==> config.mk <==
export PLATFORM = sky130hd
export DESIGN_NAME = do_router
export DESIGN_NICKNAME = d
export VERILOG_FILES = /design/src/rtl/do_router_pkg.sv /design/src/rtl/out_eval.sv /design/src/rtl/tp_pwm.sv /design/src/rtl/do_router.sv
export VERILOG_INCLUDE_DIRS = /design/src /design/src/rtl
export SDC_FILE = /design/constraint.sdc
export NUM_CORES = 1
export LEC_CHECK = 0
export BUFFER_PORTS_ARGS = -buffer_cell sky130_fd_sc_hd__buf_2
export CELL_PAD_IN_SITES_DETAIL_PLACEMENT = 2
export CELL_PAD_IN_SITES_GLOBAL_PLACEMENT = 2
export CORE_MARGIN = 10
export CORE_UTILIZATION = 38
export DETAILED_ROUTE_END_ITERATION = 12
export HOLD_SLACK_MARGIN = 0.06
export PLACE_DENSITY_LB_ADDON = 0.1
export REMOVE_ABC_BUFFERS = 1
export SLEW_MARGIN = 20
export SYNTH_ARGS = -nofsm -noshare
export SYNTH_HDL_FRONTEND = slang
export SYNTH_SLANG_ARGS = --single-unit
export TNS_END_PERCENT = 10
==> constraint.sdc <==
create_clock -name sys_clk -period 4.2 [get_ports sys_clk]
set_clock_uncertainty 0.15 [all_clocks]
set_input_delay 0.21 -clock sys_clk [delete_from_list [all_inputs] [get_ports sys_clk]]
set_output_delay 0.21 -clock sys_clk [all_outputs]
set_load 0.05 [all_outputs]
==> src/rtl/do_router_regs.svh <==
// constants for the digital output router: codes, resets, timing
// assumes inclusion by the package only
`ifndef DO_ROUTER_REGS_SVH
`define DO_ROUTER_REGS_SVH
`define N_OUT 5
`define OP_W 3
`define SRC_W 6
`define OP_CODE_MAX 3'h6
`define SRC_OFF 6'h00
`define SRC_ON 6'h01
`define SRC_IEV0 6'h02
`define SRC_MV1 6'h0E
`define SRC_MV2 6'h0F
`define SRC_DI0 6'h12
`define SRC_ICT0 6'h1A
`define SRC_CDI0 6'h22
`define SRC_MANUAL 6'h26
`define SRC_READY 6'h27
`define SRC_RSP 6'h28
`define SRC_AT 6'h29
`define SRC_RAMP 6'h2A
`define SRC_ALARM 6'h2C
`define SRC_PVALM 6'h2D
`define SRC_MODEKEY 6'h2F
`define SRC_EVT1FB 6'h30
`define SRC_CTRL1FB 6'h31
`define RST_SRC_C1A 6'h0E
`define RST_SRC_C2A 6'h0F
`define RST_SRC_E1A 6'h02
`define RST_SRC_E2A 6'h03
`define RST_SRC_E3A 6'h04
`define TP_UNIT_1S 2'h0
`define TP_UNIT_0P5 2'h1
`define TP_UNIT_0P25 2'h2
`define TP_UNIT_0P1 2'h3
`define TP_STEPS_1S 10'h3E8
`define TP_STEPS_0P5 10'h1F4
`define TP_STEPS_0P25 10'h0FA
`define TP_STEPS_0P1 10'h064
`define TP_DUTY_FULL 10'h3E8
`define SYS_CLK_PERIOD_NS 8
`define TP_MS_NS 1000000
`define TP_STRETCH_NUM 1024
`define TP_STRETCH_DEN 1000
`endif

==> src/rtl/do_router_pkg.sv <==
// types for the digital output router
// assumes the constants header sits beside it
package do_router_pkg;
`include "do_router_regs.svh"
    typedef enum logic [2:0] {
        OP_DEFAULT = 3'h0,
        OP_MV1 = 3'h1,
        OP_MV2 = 3'h2,
        OP_F1 = 3'h3,
        OP_F2 = 3'h4,
        OP_F3 = 3'h5,
        OP_F4 = 3'h6
    } op_type_e;
    typedef struct packed {
        op_type_e op;
        logic [3:0][5:0] src;
    } out_cfg_s;
    typedef struct packed {
        logic manual_mode;
        logic ready_mode;
        logic remote_setpoint_mode;
        logic autotuning_active;
        logic sp_ramp_active;
        logic any_alarm;
        logic pv_alarm;
    } ctrl_status_s;
endpackage

==> src/rtl/out_eval.sv <==
// one output: source selection for inputs a to d and the bit function
// assumes the source vector holds zero at every undefined code
`timescale 1ns/1ps
module out_eval
    import do_router_pkg::*;
(
    input wire out_cfg_s cfg,
    input wire logic [63:0] src_vec,
    input wire logic default_val,
    input wire logic mv1,
    input wire logic mv2,
    output logic result,
    output logic [3:0] in_bits
);
    logic a;
    logic b;
    logic c;
    logic d;
    always_comb
    begin
        for (int i = 0; i < 4; i++)
        begin
            in_bits[i] = src_vec[cfg.src[i]];
        end
        a = in_bits[0];
        b = in_bits[1];
        c = in_bits[2];
        d = in_bits[3];
        case (cfg.op)
            OP_DEFAULT: result = default_val;
            OP_MV1: result = mv1;
            OP_MV2: result = mv2;
            OP_F1: result = (a & b) | (c & d);
            OP_F2: result = (a | b) & (c | d);
            OP_F3: result = a | b | c | d;
            OP_F4: result = a & b & c & d;
            default: result = 1'b0;
        endcase
    end
endmodule

==> src/rtl/tp_pwm.sv <==
// one time-proportional channel stepping on a shared millisecond tick
// assumes ms_tick is a one-cycle pulse from the same clock
`timescale 1ns/1ps
module tp_pwm
    import do_router_pkg::*;
(
    input wire logic sys_clk,
    input wire logic rst_n,
    input wire logic ms_tick,
    input wire logic [1:0] unit_sel,
    input wire logic [6:0] cycle_s,
    input wire logic [9:0] duty,
    output logic tp_out
);
    logic [6:0] sub_reg;
    logic [6:0] sub_next;
    logic [9:0] pos_reg;
    logic [9:0] pos_next;
    logic out_reg;
    logic out_next;
    logic [9:0] steps;
    logic [9:0] on_steps;
    logic [9:0] duty_c;
    logic [6:0] step_len;
    always_comb
    begin
        duty_c = (duty > `TP_DUTY_FULL) ? `TP_DUTY_FULL : duty;
        step_len = 7'h01;
        // per-mille steps, step of cycle ms
        // fixed cycles in 1 ms steps
        case (unit_sel)
            `TP_UNIT_1S:
            begin
                steps = `TP_STEPS_1S;
                on_steps = duty_c;
                step_len = (cycle_s == 7'h00) ? 7'h01 : cycle_s;
            end
            `TP_UNIT_0P5:
            begin
                steps = `TP_STEPS_0P5;
                on_steps = duty_c >> 1;
            end
            `TP_UNIT_0P25:
            begin
                steps = `TP_STEPS_0P25;
                on_steps = duty_c >> 2;
            end
            default:
            begin
                steps = `TP_STEPS_0P1;
                on_steps = duty_c / 10'h00A;
            end
        endcase
        sub_next = sub_reg;
        pos_next = pos_reg;
        if (ms_tick)
        begin
            if (sub_reg + 7'h01 >= step_len)
            begin
                sub_next = 7'h00;
                pos_next = (pos_reg + 10'h001 >= steps) ? 10'h000
                    : pos_reg + 10'h001;
            end
            else
            begin
                sub_next = sub_reg + 7'h01;
            end
        end
        out_next = pos_reg < on_steps;
    end
    always_ff @(posedge sys_clk)
    begin
        if (!rst_n)
        begin
            sub_reg <= 7'h00;
            pos_reg <= 10'h000;
            out_reg <= 1'b0;
        end
        else
        begin
            sub_reg <= sub_next;
            pos_reg <= pos_next;
            out_reg <= out_next;
        end
    end
    assign tp_out = out_reg;
endmodule

==> src/rtl/do_router.sv <==
// digital output router: two control and three event outputs
// assumes internal status inputs share sys_clk; pins are synchronised here
// Notes on behaviour
// - 1s unit resolves on-time in 1/1000 cycle
// - fixed cycles resolve in 1 ms steps
// - realised cycle about 2.4 percent long
// - op type 0 default, 1 mv1, 2 mv2
// - type 3 gives (a and b) or (c and d)
// - type 4 gives (a or b) and (c or d)
// - type 5 on when any input on
// - type 6 on when all inputs on
// - default routes mv1 and mv2 to controls
// - default routes events 1-3 to event outputs
// - mv1 on/off or heat, mv2 cool
// - op type writable only on usable outputs
// - and/or follow plain truth tables
// - codes 0,1 constant; 2-9 internal events
// - 14,15 mv; 18-21 digital inputs
// - contacts, comm inputs and modes by code
// - 44 any alarm, 45 pv alarm
// - 47 mode key, 48/49 output feedback
// - reset source defaults per output input a
// - sources writable only under bit functions
`timescale 1ns/1ps
module do_router
    import do_router_pkg::*;
#(
    parameter int MS_TICK_CYCLES = (`TP_MS_NS * `TP_STRETCH_NUM
        / `TP_STRETCH_DEN) / `SYS_CLK_PERIOD_NS
)
(
    input wire logic sys_clk,
    input wire logic rst_n,
    input wire logic [7:0] internal_event,
    input wire logic [3:0] digital_input,
    input wire logic [4:0] internal_contact,
    input wire logic [3:0] comm_input,
    input wire ctrl_status_s ctrl_status,
    input wire logic mode_key,
    input wire logic mv1_onoff_mode,
    input wire logic mv1_onoff_state,
    input wire logic [9:0] mv1_duty,
    input wire logic [9:0] mv2_duty,
    input wire logic [1:0] tp_unit_select_1,
    input wire logic [1:0] tp_unit_select_2,
    input wire logic [6:0] tp_cycle_1,
    input wire logic [6:0] tp_cycle_2,
    input wire logic [1:0] ctrl_out_switching,
    input wire logic [2:0] evt_out_fitted,
    input wire logic cfg_wr,
    input wire logic [2:0] cfg_out_sel,
    input wire logic [2:0] cfg_field,
    input wire logic [5:0] cfg_data,
    output logic [1:0] ctrl_out,
    output logic [2:0] evt_out,
    output logic primary_manip_output,
    output logic secondary_manip_output,
    output logic cfg_accept,
    output logic cfg_reject
);
    localparam int TICK_W = $clog2(MS_TICK_CYCLES);
    localparam logic [TICK_W-1:0] TICK_LAST = TICK_W'(MS_TICK_CYCLES - 1);
    localparam out_cfg_s CFG_RST [`N_OUT] = '{
        '{OP_DEFAULT, {`SRC_OFF, `SRC_OFF, `SRC_OFF, `RST_SRC_C1A}},
        '{OP_DEFAULT, {`SRC_OFF, `SRC_OFF, `SRC_OFF, `RST_SRC_C2A}},
        '{OP_DEFAULT, {`SRC_OFF, `SRC_OFF, `SRC_OFF, `RST_SRC_E1A}},
        '{OP_DEFAULT, {`SRC_OFF, `SRC_OFF, `SRC_OFF, `RST_SRC_E2A}},
        '{OP_DEFAULT, {`SRC_OFF, `SRC_OFF, `SRC_OFF, `RST_SRC_E3A}}
    };

    // pin synchronisers
    logic [4:0] pin_s1_reg;
    logic [4:0] pin_s2_reg;
    logic [3:0] di_sync;
    logic key_sync;
    always_ff @(posedge sys_clk)
    begin
        if (!rst_n)
        begin
            pin_s1_reg <= 5'h00;
            pin_s2_reg <= 5'h00;
        end
        else
        begin
            pin_s1_reg <= {mode_key, digital_input};
            pin_s2_reg <= pin_s1_reg;
        end
    end
    assign di_sync = pin_s2_reg[3:0];
    assign key_sync = pin_s2_reg[4];

    // millisecond tick, stretched
    logic [TICK_W-1:0] tick_reg;
    logic [TICK_W-1:0] tick_next;
    logic ms_tick;
    always_comb
    begin
        ms_tick = (tick_reg == TICK_LAST);
        tick_next = ms_tick ? '0 : tick_reg + 1'b1;
    end
    always_ff @(posedge sys_clk)
    begin
        if (!rst_n)
        begin
            tick_reg <= '0;
        end
        else
        begin
            tick_reg <= tick_next;
        end
    end

    // time-proportional channels
    logic tp1;
    logic tp2;
    tp_pwm u_tp1 (
        .sys_clk(sys_clk),
        .rst_n(rst_n),
        .ms_tick(ms_tick),
        .unit_sel(tp_unit_select_1),
        .cycle_s(tp_cycle_1),
        .duty(mv1_duty),
        .tp_out(tp1)
    );
    tp_pwm u_tp2 (
        .sys_clk(sys_clk),
        .rst_n(rst_n),
        .ms_tick(ms_tick),
        .unit_sel(tp_unit_select_2),
        .cycle_s(tp_cycle_2),
        .duty(mv2_duty),
        .tp_out(tp2)
    );

    // manipulated outputs
    logic mv1_reg;
    logic mv1_next;
    logic mv2_reg;
    logic mv2_next;
    always_comb
    begin
        // mv1 on/off or tp, mv2 tp
        mv1_next = mv1_onoff_mode ? mv1_onoff_state : tp1;
        mv2_next = tp2;
    end

    // configuration store with write gating
    out_cfg_s cfg_reg [`N_OUT];
    out_cfg_s cfg_next [`N_OUT];
    logic [`N_OUT-1:0] usable;
    logic acc_next;
    logic rej_next;
    logic acc_reg;
    logic rej_reg;
    logic is_fn;
    always_comb
    begin
        usable = {evt_out_fitted, ctrl_out_switching};
        cfg_next = cfg_reg;
        acc_next = 1'b0;
        rej_next = 1'b0;
        is_fn = 1'b0;
        if (cfg_wr)
        begin
            rej_next = 1'b1;
            if (cfg_out_sel < 3'(`N_OUT))
            begin
                is_fn = cfg_reg[cfg_out_sel].op >= OP_F1;
                if (cfg_field == 3'h0 && usable[cfg_out_sel]
                    && cfg_data <= 6'(`OP_CODE_MAX))
                begin
                    cfg_next[cfg_out_sel].op = op_type_e'(cfg_data[2:0]);
                    acc_next = 1'b1;
                    rej_next = 1'b0;
                end
                else if (cfg_field >= 3'h1 && cfg_field <= 3'h4
                    && usable[cfg_out_sel] && is_fn)
                begin
                    cfg_next[cfg_out_sel].src[cfg_field[1:0] - 2'h1] =
                        cfg_data;
                    acc_next = 1'b1;
                    rej_next = 1'b0;
                end
            end
        end
    end
    always_ff @(posedge sys_clk)
    begin
        if (!rst_n)
        begin
            cfg_reg <= CFG_RST;
            acc_reg <= 1'b0;
            rej_reg <= 1'b0;
        end
        else
        begin
            cfg_reg <= cfg_next;
            acc_reg <= acc_next;
            rej_reg <= rej_next;
        end
    end

    // source vector
    logic [63:0] src_vec;
    logic [1:0] ctrl_reg;
    logic [1:0] ctrl_next;
    logic [2:0] evt_reg;
    logic [2:0] evt_next;
    always_comb
    begin
        src_vec = 64'h0;
        src_vec[`SRC_ON] = 1'b1;
        src_vec[`SRC_IEV0 +: 8] = internal_event;
        src_vec[`SRC_MV1] = mv1_reg;
        src_vec[`SRC_MV2] = mv2_reg;
        src_vec[`SRC_DI0 +: 4] = di_sync;
        src_vec[`SRC_ICT0 +: 5] = internal_contact;
        src_vec[`SRC_CDI0 +: 4] = comm_input;
        src_vec[`SRC_MANUAL] = ctrl_status.manual_mode;
        src_vec[`SRC_READY] = ctrl_status.ready_mode;
        src_vec[`SRC_RSP] = ctrl_status.remote_setpoint_mode;
        src_vec[`SRC_AT] = ctrl_status.autotuning_active;
        src_vec[`SRC_RAMP] = ctrl_status.sp_ramp_active;
        src_vec[`SRC_ALARM] = ctrl_status.any_alarm;
        src_vec[`SRC_PVALM] = ctrl_status.pv_alarm;
        src_vec[`SRC_MODEKEY] = key_sync;
        src_vec[`SRC_EVT1FB] = evt_reg[0];
        src_vec[`SRC_CTRL1FB] = ctrl_reg[0];
    end

    // per-output evaluation
    logic [`N_OUT-1:0] dflt;
    logic [`N_OUT-1:0] res;
    logic [3:0] in_bits [`N_OUT];
    // events 1-3 default to event outputs
    assign dflt = {internal_event[2:0], mv2_reg, mv1_reg};
    genvar g;
    generate
        for (g = 0; g < `N_OUT; g++)
        begin : g_out
            out_eval u_eval (
                .cfg(cfg_reg[g]),
                .src_vec(src_vec),
                .default_val(dflt[g]),
                .mv1(mv1_reg),
                .mv2(mv2_reg),
                .result(res[g]),
                .in_bits(in_bits[g])
            );
        end
    endgenerate
    always_comb
    begin
        ctrl_next = res[1:0];
        evt_next = res[4:2];
    end
    always_ff @(posedge sys_clk)
    begin
        if (!rst_n)
        begin
            mv1_reg <= 1'b0;
            mv2_reg <= 1'b0;
            ctrl_reg <= 2'h0;
            evt_reg <= 3'h0;
        end
        else
        begin
            mv1_reg <= mv1_next;
            mv2_reg <= mv2_next;
            ctrl_reg <= ctrl_next;
            evt_reg <= evt_next;
        end
    end
    assign ctrl_out = ctrl_reg;
    assign evt_out = evt_reg;
    assign primary_manip_output = mv1_reg;
    assign secondary_manip_output = mv2_reg;
    assign cfg_accept = acc_reg;
    assign cfg_reject = rej_reg;
endmodule

==> metrics.txt, run 1 <==
EDFF count, synth=0; n_diodes=0; critical path required time=4.54 ns; leading register cell type out of synthesis=dfxtp_1; number of filler cells placed in the layout=5531; Worst-path clk slew=0.06 ns; net switching power=1.57 mW; total I/O pin count=98; max-cap violations=0; input/output buffers=97; cells resized by post-CTS repair=0; final std cells w/o fill=2946; most used cell, CP=a21o_1; critical path fanouts, max=5; Die Span X=240 um; final weighted congestion in routability-driven placement=0.853; portion of synthesized cell area occupied by the leading cell type=22.5%; hold endpoint=u_tp1.tp_out; floorplan die area=57800 um2; switch share=29.3%; leakage power=7.24 nW; Cell variety after synth=83; via count of the first global-routing pass=20043; Sum Neg Setup Slack=0 ns; global-route wire length before repair=122000 um; path depth of the worst reg2reg path=14; final hold violations=0; maximum clock insertion buffer count=3; Net count, final=2459; part of the cycle the worst path needs=87.1%; instance count of the mapped netlist=2372; async set-or-reset flop fraction in the synthesized netlist=0%; total area of sequential cells=4140 um2; Global Route Usage Sum=26.6%; biggest area contributors in the synthesized netlist=dfxtp_1 22%, mux2i_1 8.0%, mux2_2 5.2%; starting utilization of the core area=38.6%; part of the total power dissipated in sequential elements=37.4%; class of the most critical hold timing path=input port to register; CP Data Arrival Time=4.00 ns; endpoint of the most critical register-to-register path=u_tp2.pos_reg[4]; later-pin clock latency in the skew report=0.56 ns; CTS Sinks=207; area of the multi-input gates=13100 um2; worst path cell trace=dlygate4sd3_1 -> buf_2 -> o31a_1 -> o21ai_0 -> nand2_1 -> o21ai_0 -> o21ai_0 -> ha_1 -> a21o_1 -> a21o_1 -> a21o_1 -> a21o_1 -> a21oi_1 -> nor2_1 -> a2111oi_0 -> nand2_1 -> o21ai_1; CTS tree=built; delay of the slowest cell on the worst path=0.61 ns; Wirelength per Cell=26.9 um; clock network fraction of design power=46.0%; area growth from synthesis to layout=9.60%; Synth area leader=dfxtp_1; number of iterations in the first detailed-routing pass=7; areal power density over the cells=265 nW/um2; number of flip-flops in the largest register=135; most frequent cells after synthesis=207 x dfxtp_1, 199 x nand2_1, 190 x clkbuf_1; site row count=80; cell internal power dissipation=3.79 mW; Post-CTS Setup Repair Bufs=0; core outline area=47800 um2; initial antenna violation count=0; combinational group share of total power=16.5%; largest net degree at the start of global routing=67; kind of end point of the critical path=register; routed wire length=79100 um; final antenna-violating net count=0; total number of yosys warnings=0; Worst Min Path Start=mv1_duty[3]; number of cells after detailed placement=2876; average cell area after synthesis=7.78 um2; RSZ-0062 raised after global routing=false; peak ir drop on the vdd network=0.000181 V; Mapped Area=18400 um2; number of cells traversed by the worst hold path=5; Final Cell Area=20200 um2; CTS root buffer=clkbuf_16; Congestion Overflow GR=0; slowest cell on the critical path=a2111oi_0; Tmin final=3.66 ns; run status=finished clean; First DRT Iteration DRCs=1606; Post-Place Cell Area=19100 um2; headroom to the max-slew limit=23.9%; half-perimeter wire length after placement=52400 um; y dimension of the die=240 um; worst-margin pin slew=1.14 ns; total CTS buffers=27; count leader, synth=dfxtp_1; highest achievable clock rate=273 MHz; H-Tree Level Count=1; kind of launch point of the worst setup path=input port; Final Setup Violations=0; reg2reg start=u_tp2.pos_reg[0]; share of post-route cells with drive strength above 1=14.5%; category of the critical setup timing path=input port to register; per-cell via count in the routed design=6.58; share of synthesized area occupied by flip-flops and latches=22.5%; reg-to-reg slack, setup=0.67 ns; number of DRC violations after detailed routing=0; total of flip-flops plus latches after synthesis=207; number of vias after detailed routing=19389; Slew Viols, Final=0
-- layer usage --
| layer | track usage (%) | routed length, um | up-vias | share of wire, % |
|---|---|---|---|---|
| met5 | 0 | 0 | - | 0 |
| li1 | - | - | 8706 | - |
| met3 | 3.54 | 4860 | 161 | 6.1 |
| met2 | 45.4 | 37800 | 611 | 48 |
| met1 | 34.1 | 34200 | 9911 | 43 |
| met4 | 8.38 | 2210 | 0 | 2.8 |
-- worst max path at each step --
stage                startpoint          endpoint  slack, ns  cells after the start
6_report            mv2_duty[3]      u_tp2.tp_out       0.54                     17
5_1_grt             mv2_duty[3]      u_tp2.tp_out       0.23                     17
4_1_cts        u_tp2.pos_reg[0]  u_tp2.pos_reg[4]       0.61                     14
3_5_place_dp        mv2_duty[7]      u_tp2.tp_out       0.17                     16
3_3_place_gp        mv2_duty[7]      u_tp2.tp_out       0.35                     20
2_1_floorplan       mv2_duty[8]      u_tp2.tp_out       0.87                     17
-- worst max-delay path, delay by kind of cell --
kind / cells / cell delay (ns)
buffers and inverters: 2 / 0.68
AO/OA/AOI/OAI: 11 / 2.45
AND/OR/NAND/NOR: 3 / 0.45
adder cells (fa/ha/maj): 1 / 0.19
-- cell usage in the layout (no fill, tap or decap), types with 59 or more instances in the layout --
| master | synthesis | routed |
|---|---|---|
| a21oi_1 | 115 | 114 |
| mux2i_1 | 148 | 148 |
| ha_1 | 59 | 59 |
| nand3_1 | 185 | 185 |
| o21ai_0 | 169 | 169 |
| mux2_2 | 86 | 86 |
| dfxtp_1 | 207 | 207 |
| buf_2 | 35 | 96 |
| nor2_1 | 132 | 132 |
| nand2_1 | 199 | 198 |
-- stage by stage --
stage                     hold slack (ns)  util [%]  setup WS [ns]  power (mW)
after global routing                0.117      42.3          0.233        5.56
after CTS                          0.0659      42.2          0.608        5.39
after floorplan                     0.122         -          0.866        2.43
final                               0.102      42.3          0.542        5.36
after global placement              0.266      39.8          0.354        2.86
after detailed placement            0.272      39.8          0.168        2.89
-- cell families after synthesis --
group	count (synthesis)	synth area share, %
buf+inv	306	6.61
mux	272	17.8
compound gates	662	24.2
flops	207	22.5
simple gates	813	22.4
xor+xnor	48	2.28
fa+ha+maj	64	4.27
-- cell type report --
type                    instances  area share (%)
clock inverters                 9           0.625
repair buffers                170            5.45
well taps                     615            3.81
flip-flops and latches        207            20.5
inverters                      46           0.854
clock buffers                  40            4.03
multi-input cells            1859            64.7
-- timing repair --
action | 4_1_cts | 5_1_grt
hold buffers | 21 | 0
hold endpoints to repair | 46 | 0
endpoints found under the setup margin | 0 | 0
-- power by group through the flow --
stage	Clock, mW	Sequential [mW]	Combinational (mW)
after detailed placement	0	2.05	0.845
final	2.47	2.01	0.885
after global routing	2.61	2.01	0.945
after global placement	0	2.05	0.814
after floorplan	0	2.06	0.369
after CTS	2.51	2.01	0.870
Power figures use the tool's default switching activity.
==> run 2: changes to the inputs <==
--- a/config.mk
+++ b/config.mk
@@ -14,7 +14,6 @@
 export DETAILED_ROUTE_END_ITERATION = 12
 export HOLD_SLACK_MARGIN = 0.06
 export PLACE_DENSITY_LB_ADDON = 0.1
-export REMOVE_ABC_BUFFERS = 1
 export SLEW_MARGIN = 20
 export SYNTH_ARGS = -nofsm -noshare
 export SYNTH_HDL_FRONTEND = slang
==> run 2 against run 1 <==
  * Register-to-register slack worse by 0.09 ns
  * Sequential power hardly changed
  * Combinational power is 0.5% higher
  * Highest routed layer is now met5
  * Sequential cell count stayed put
  * Utilization is 0.24 points higher
  * Count of clock-buffer cells in the layout is 4 lower
==> metrics.txt, run 2 (synthesis gave the netlist of run 1 again) <==
peak ir drop on the vdd network=0.000281 V; later-pin clock latency in the skew report=0.57 ns; core outline area=47800 um2; per-cell via count in the routed design=6.45; final antenna-violating net count=0; floorplan die area=57800 um2; headroom to the max-slew limit=33.0%; CTS root buffer=clkbuf_16; Sum Neg Setup Slack=0 ns; Final Cell Area=20300 um2; Congestion Overflow GR=0; area growth from synthesis to layout=10.2%; Net count, final=2468; CTS tree=built; starting utilization of the core area=38.6%; number of iterations in the first detailed-routing pass=7; routed wire length=79700 um; share of post-route cells with drive strength above 1=14.8%; via count of the first global-routing pass=19899; leakage power=7.31 nW; total I/O pin count=98; Worst-path clk slew=0.06 ns; First DRT Iteration DRCs=1526; number of DRC violations after detailed routing=0; y dimension of the die=240 um; Slew Viols, Final=0; initial antenna violation count=6; Post-Synthesis Net Count=2520; RSZ-0062 raised after global routing=false; input/output buffers=97; number of filler cells placed in the layout=5421; Post-Place Cell Area=19100 um2; CP Data Arrival Time=4.23 ns; site row count=80; run status=finished clean; areal power density over the cells=271 nW/um2; class of the most critical hold timing path=input port to register; number of vias after detailed routing=19066; Tmin final=3.88 ns; half-perimeter wire length after placement=52900 um; reg-to-reg slack, setup=0.58 ns; critical path fanouts, max=5; final hold violations=0; commonest non-fill, non-tap cell in the layout=dfxtp_1; Wirelength per Cell=27.0 um; part of the cycle the worst path needs=92.3%; kind of launch point of the worst setup path=input port; Die Span X=240 um; Final Setup Violations=0; maximum clock insertion buffer count=3; final weighted congestion in routability-driven placement=0.855; total CTS buffers=28; kind of end point of the critical path=register; highest achievable clock rate=258 MHz; number of flip-flops in the largest register=135; critical path required time=4.56 ns; commonest cells after routing, fill and taps aside=207 x dfxtp_1, 199 x nand2_1, 185 x nand3_1; global-route wire length before repair=123000 um; Global Route Usage Sum=26.9%; CTS Sinks=207; H-Tree Level Count=1; worst-margin pin slew=1.00 ns; max-cap violations=0; largest net degree at the start of global routing=160; category of the critical setup timing path=input port to register
[run 2: cell types whose count changed in the layout (fill, tap and decap cells not counted), sizes merged]
cell and delta:
buf +9, clkbuf -4, bufinv +2, diode +2, clkinv +1, dlygate4sd3 -1
[run 2: area by class of cell]
class | instances | area, um2 | share of cell area (%)
Sequential cell | 207 | 4140 | 20.4
Tap cell | 615 | 769 | 3.78
Timing Repair Buffer | 178 | 1160 | 5.70
Clock buffer | 36 | 802 | 3.94
Inverter | 46 | 173 | 0.849
Clock inverter | 12 | 188 | 0.923
Multi-Input combinational cell | 1859 | 13100 | 64.4
Antenna cell | 2 | 5.00 | 0.0246
[run 2: final timing paths]
check | from | to | cells past startpoint
min reg2reg | pin_s1_reg[3] | pin_s2_reg[3] | 1
max reg2reg | u_tp2.pos_reg[0] | u_tp2.pos_reg[5] | 14
max | mv1_duty[1] | u_tp1.tp_out | 18
min | rst_n | cfg_reg[106] | 3
[run 2: timing repair]
| item | CTS | global route |
|---|---|---|
| buffers inserted | 0 | 1 |
| endpoints found under the setup margin | 0 | 1 |
| endpoints found under the hold margin | 54 | 0 |
| hold buffers | 20 | 0 |
| resized for setup | 0 | 0 |
[run 2: where the power goes]
| part | internal (mW) | leakage, nW | switching [mW] |
|---|---|---|---|
| clock network | 1.64 | 0.490 | 0.983 |
| logic | 0.301 | 5.14 | 0.588 |
| registers | 1.98 | 1.67 | 0.0283 |
| total | 3.91 | 7.31 | 1.60 |
[run 2: critical path: stages]
cell and delay [ns]:
dlygate4sd3_1 0.54, buf_2 0.15, o31a_1 0.28, o211ai_1 0.23, nand2b_1 0.18, a222oi_1 0.33
a21o_1 0.18, ha_1 0.24, a21o_1 0.17, a21o_1 0.17, a21o_1 0.18, a21o_1 0.19
a21oi_1 0.17, nor2b_1 0.06, o21ai_0 0.15, nand4b_1 0.11, a21oi_1 0.14, dlygate4sd3_1 0.55
[run 2: stage by stage]
stage	hold WS [ns]	util (%)	worst slack, ns	power, mW	cells
after floorplan	0.187	-	0.430	2.54	2372
after global placement	0.264	40.0	0.344	2.87	2884
after detailed placement	0.275	40.0	0.229	2.90	2884
after CTS	0.0603	42.5	0.311	5.54	2952
after global routing	0.110	42.5	0.0259	5.69	2955
final	0.0701	42.5	0.323	5.51	2955
[run 2: metal layers]
layer  vias up  routed length (um)  GRT usage (%)
met3       146                3630           3.64
met2       475               38400           46.5
li1       8709                   -              -
met4         6                2770           8.26
met1      9730               34900           34.0
met5         -                  41              0
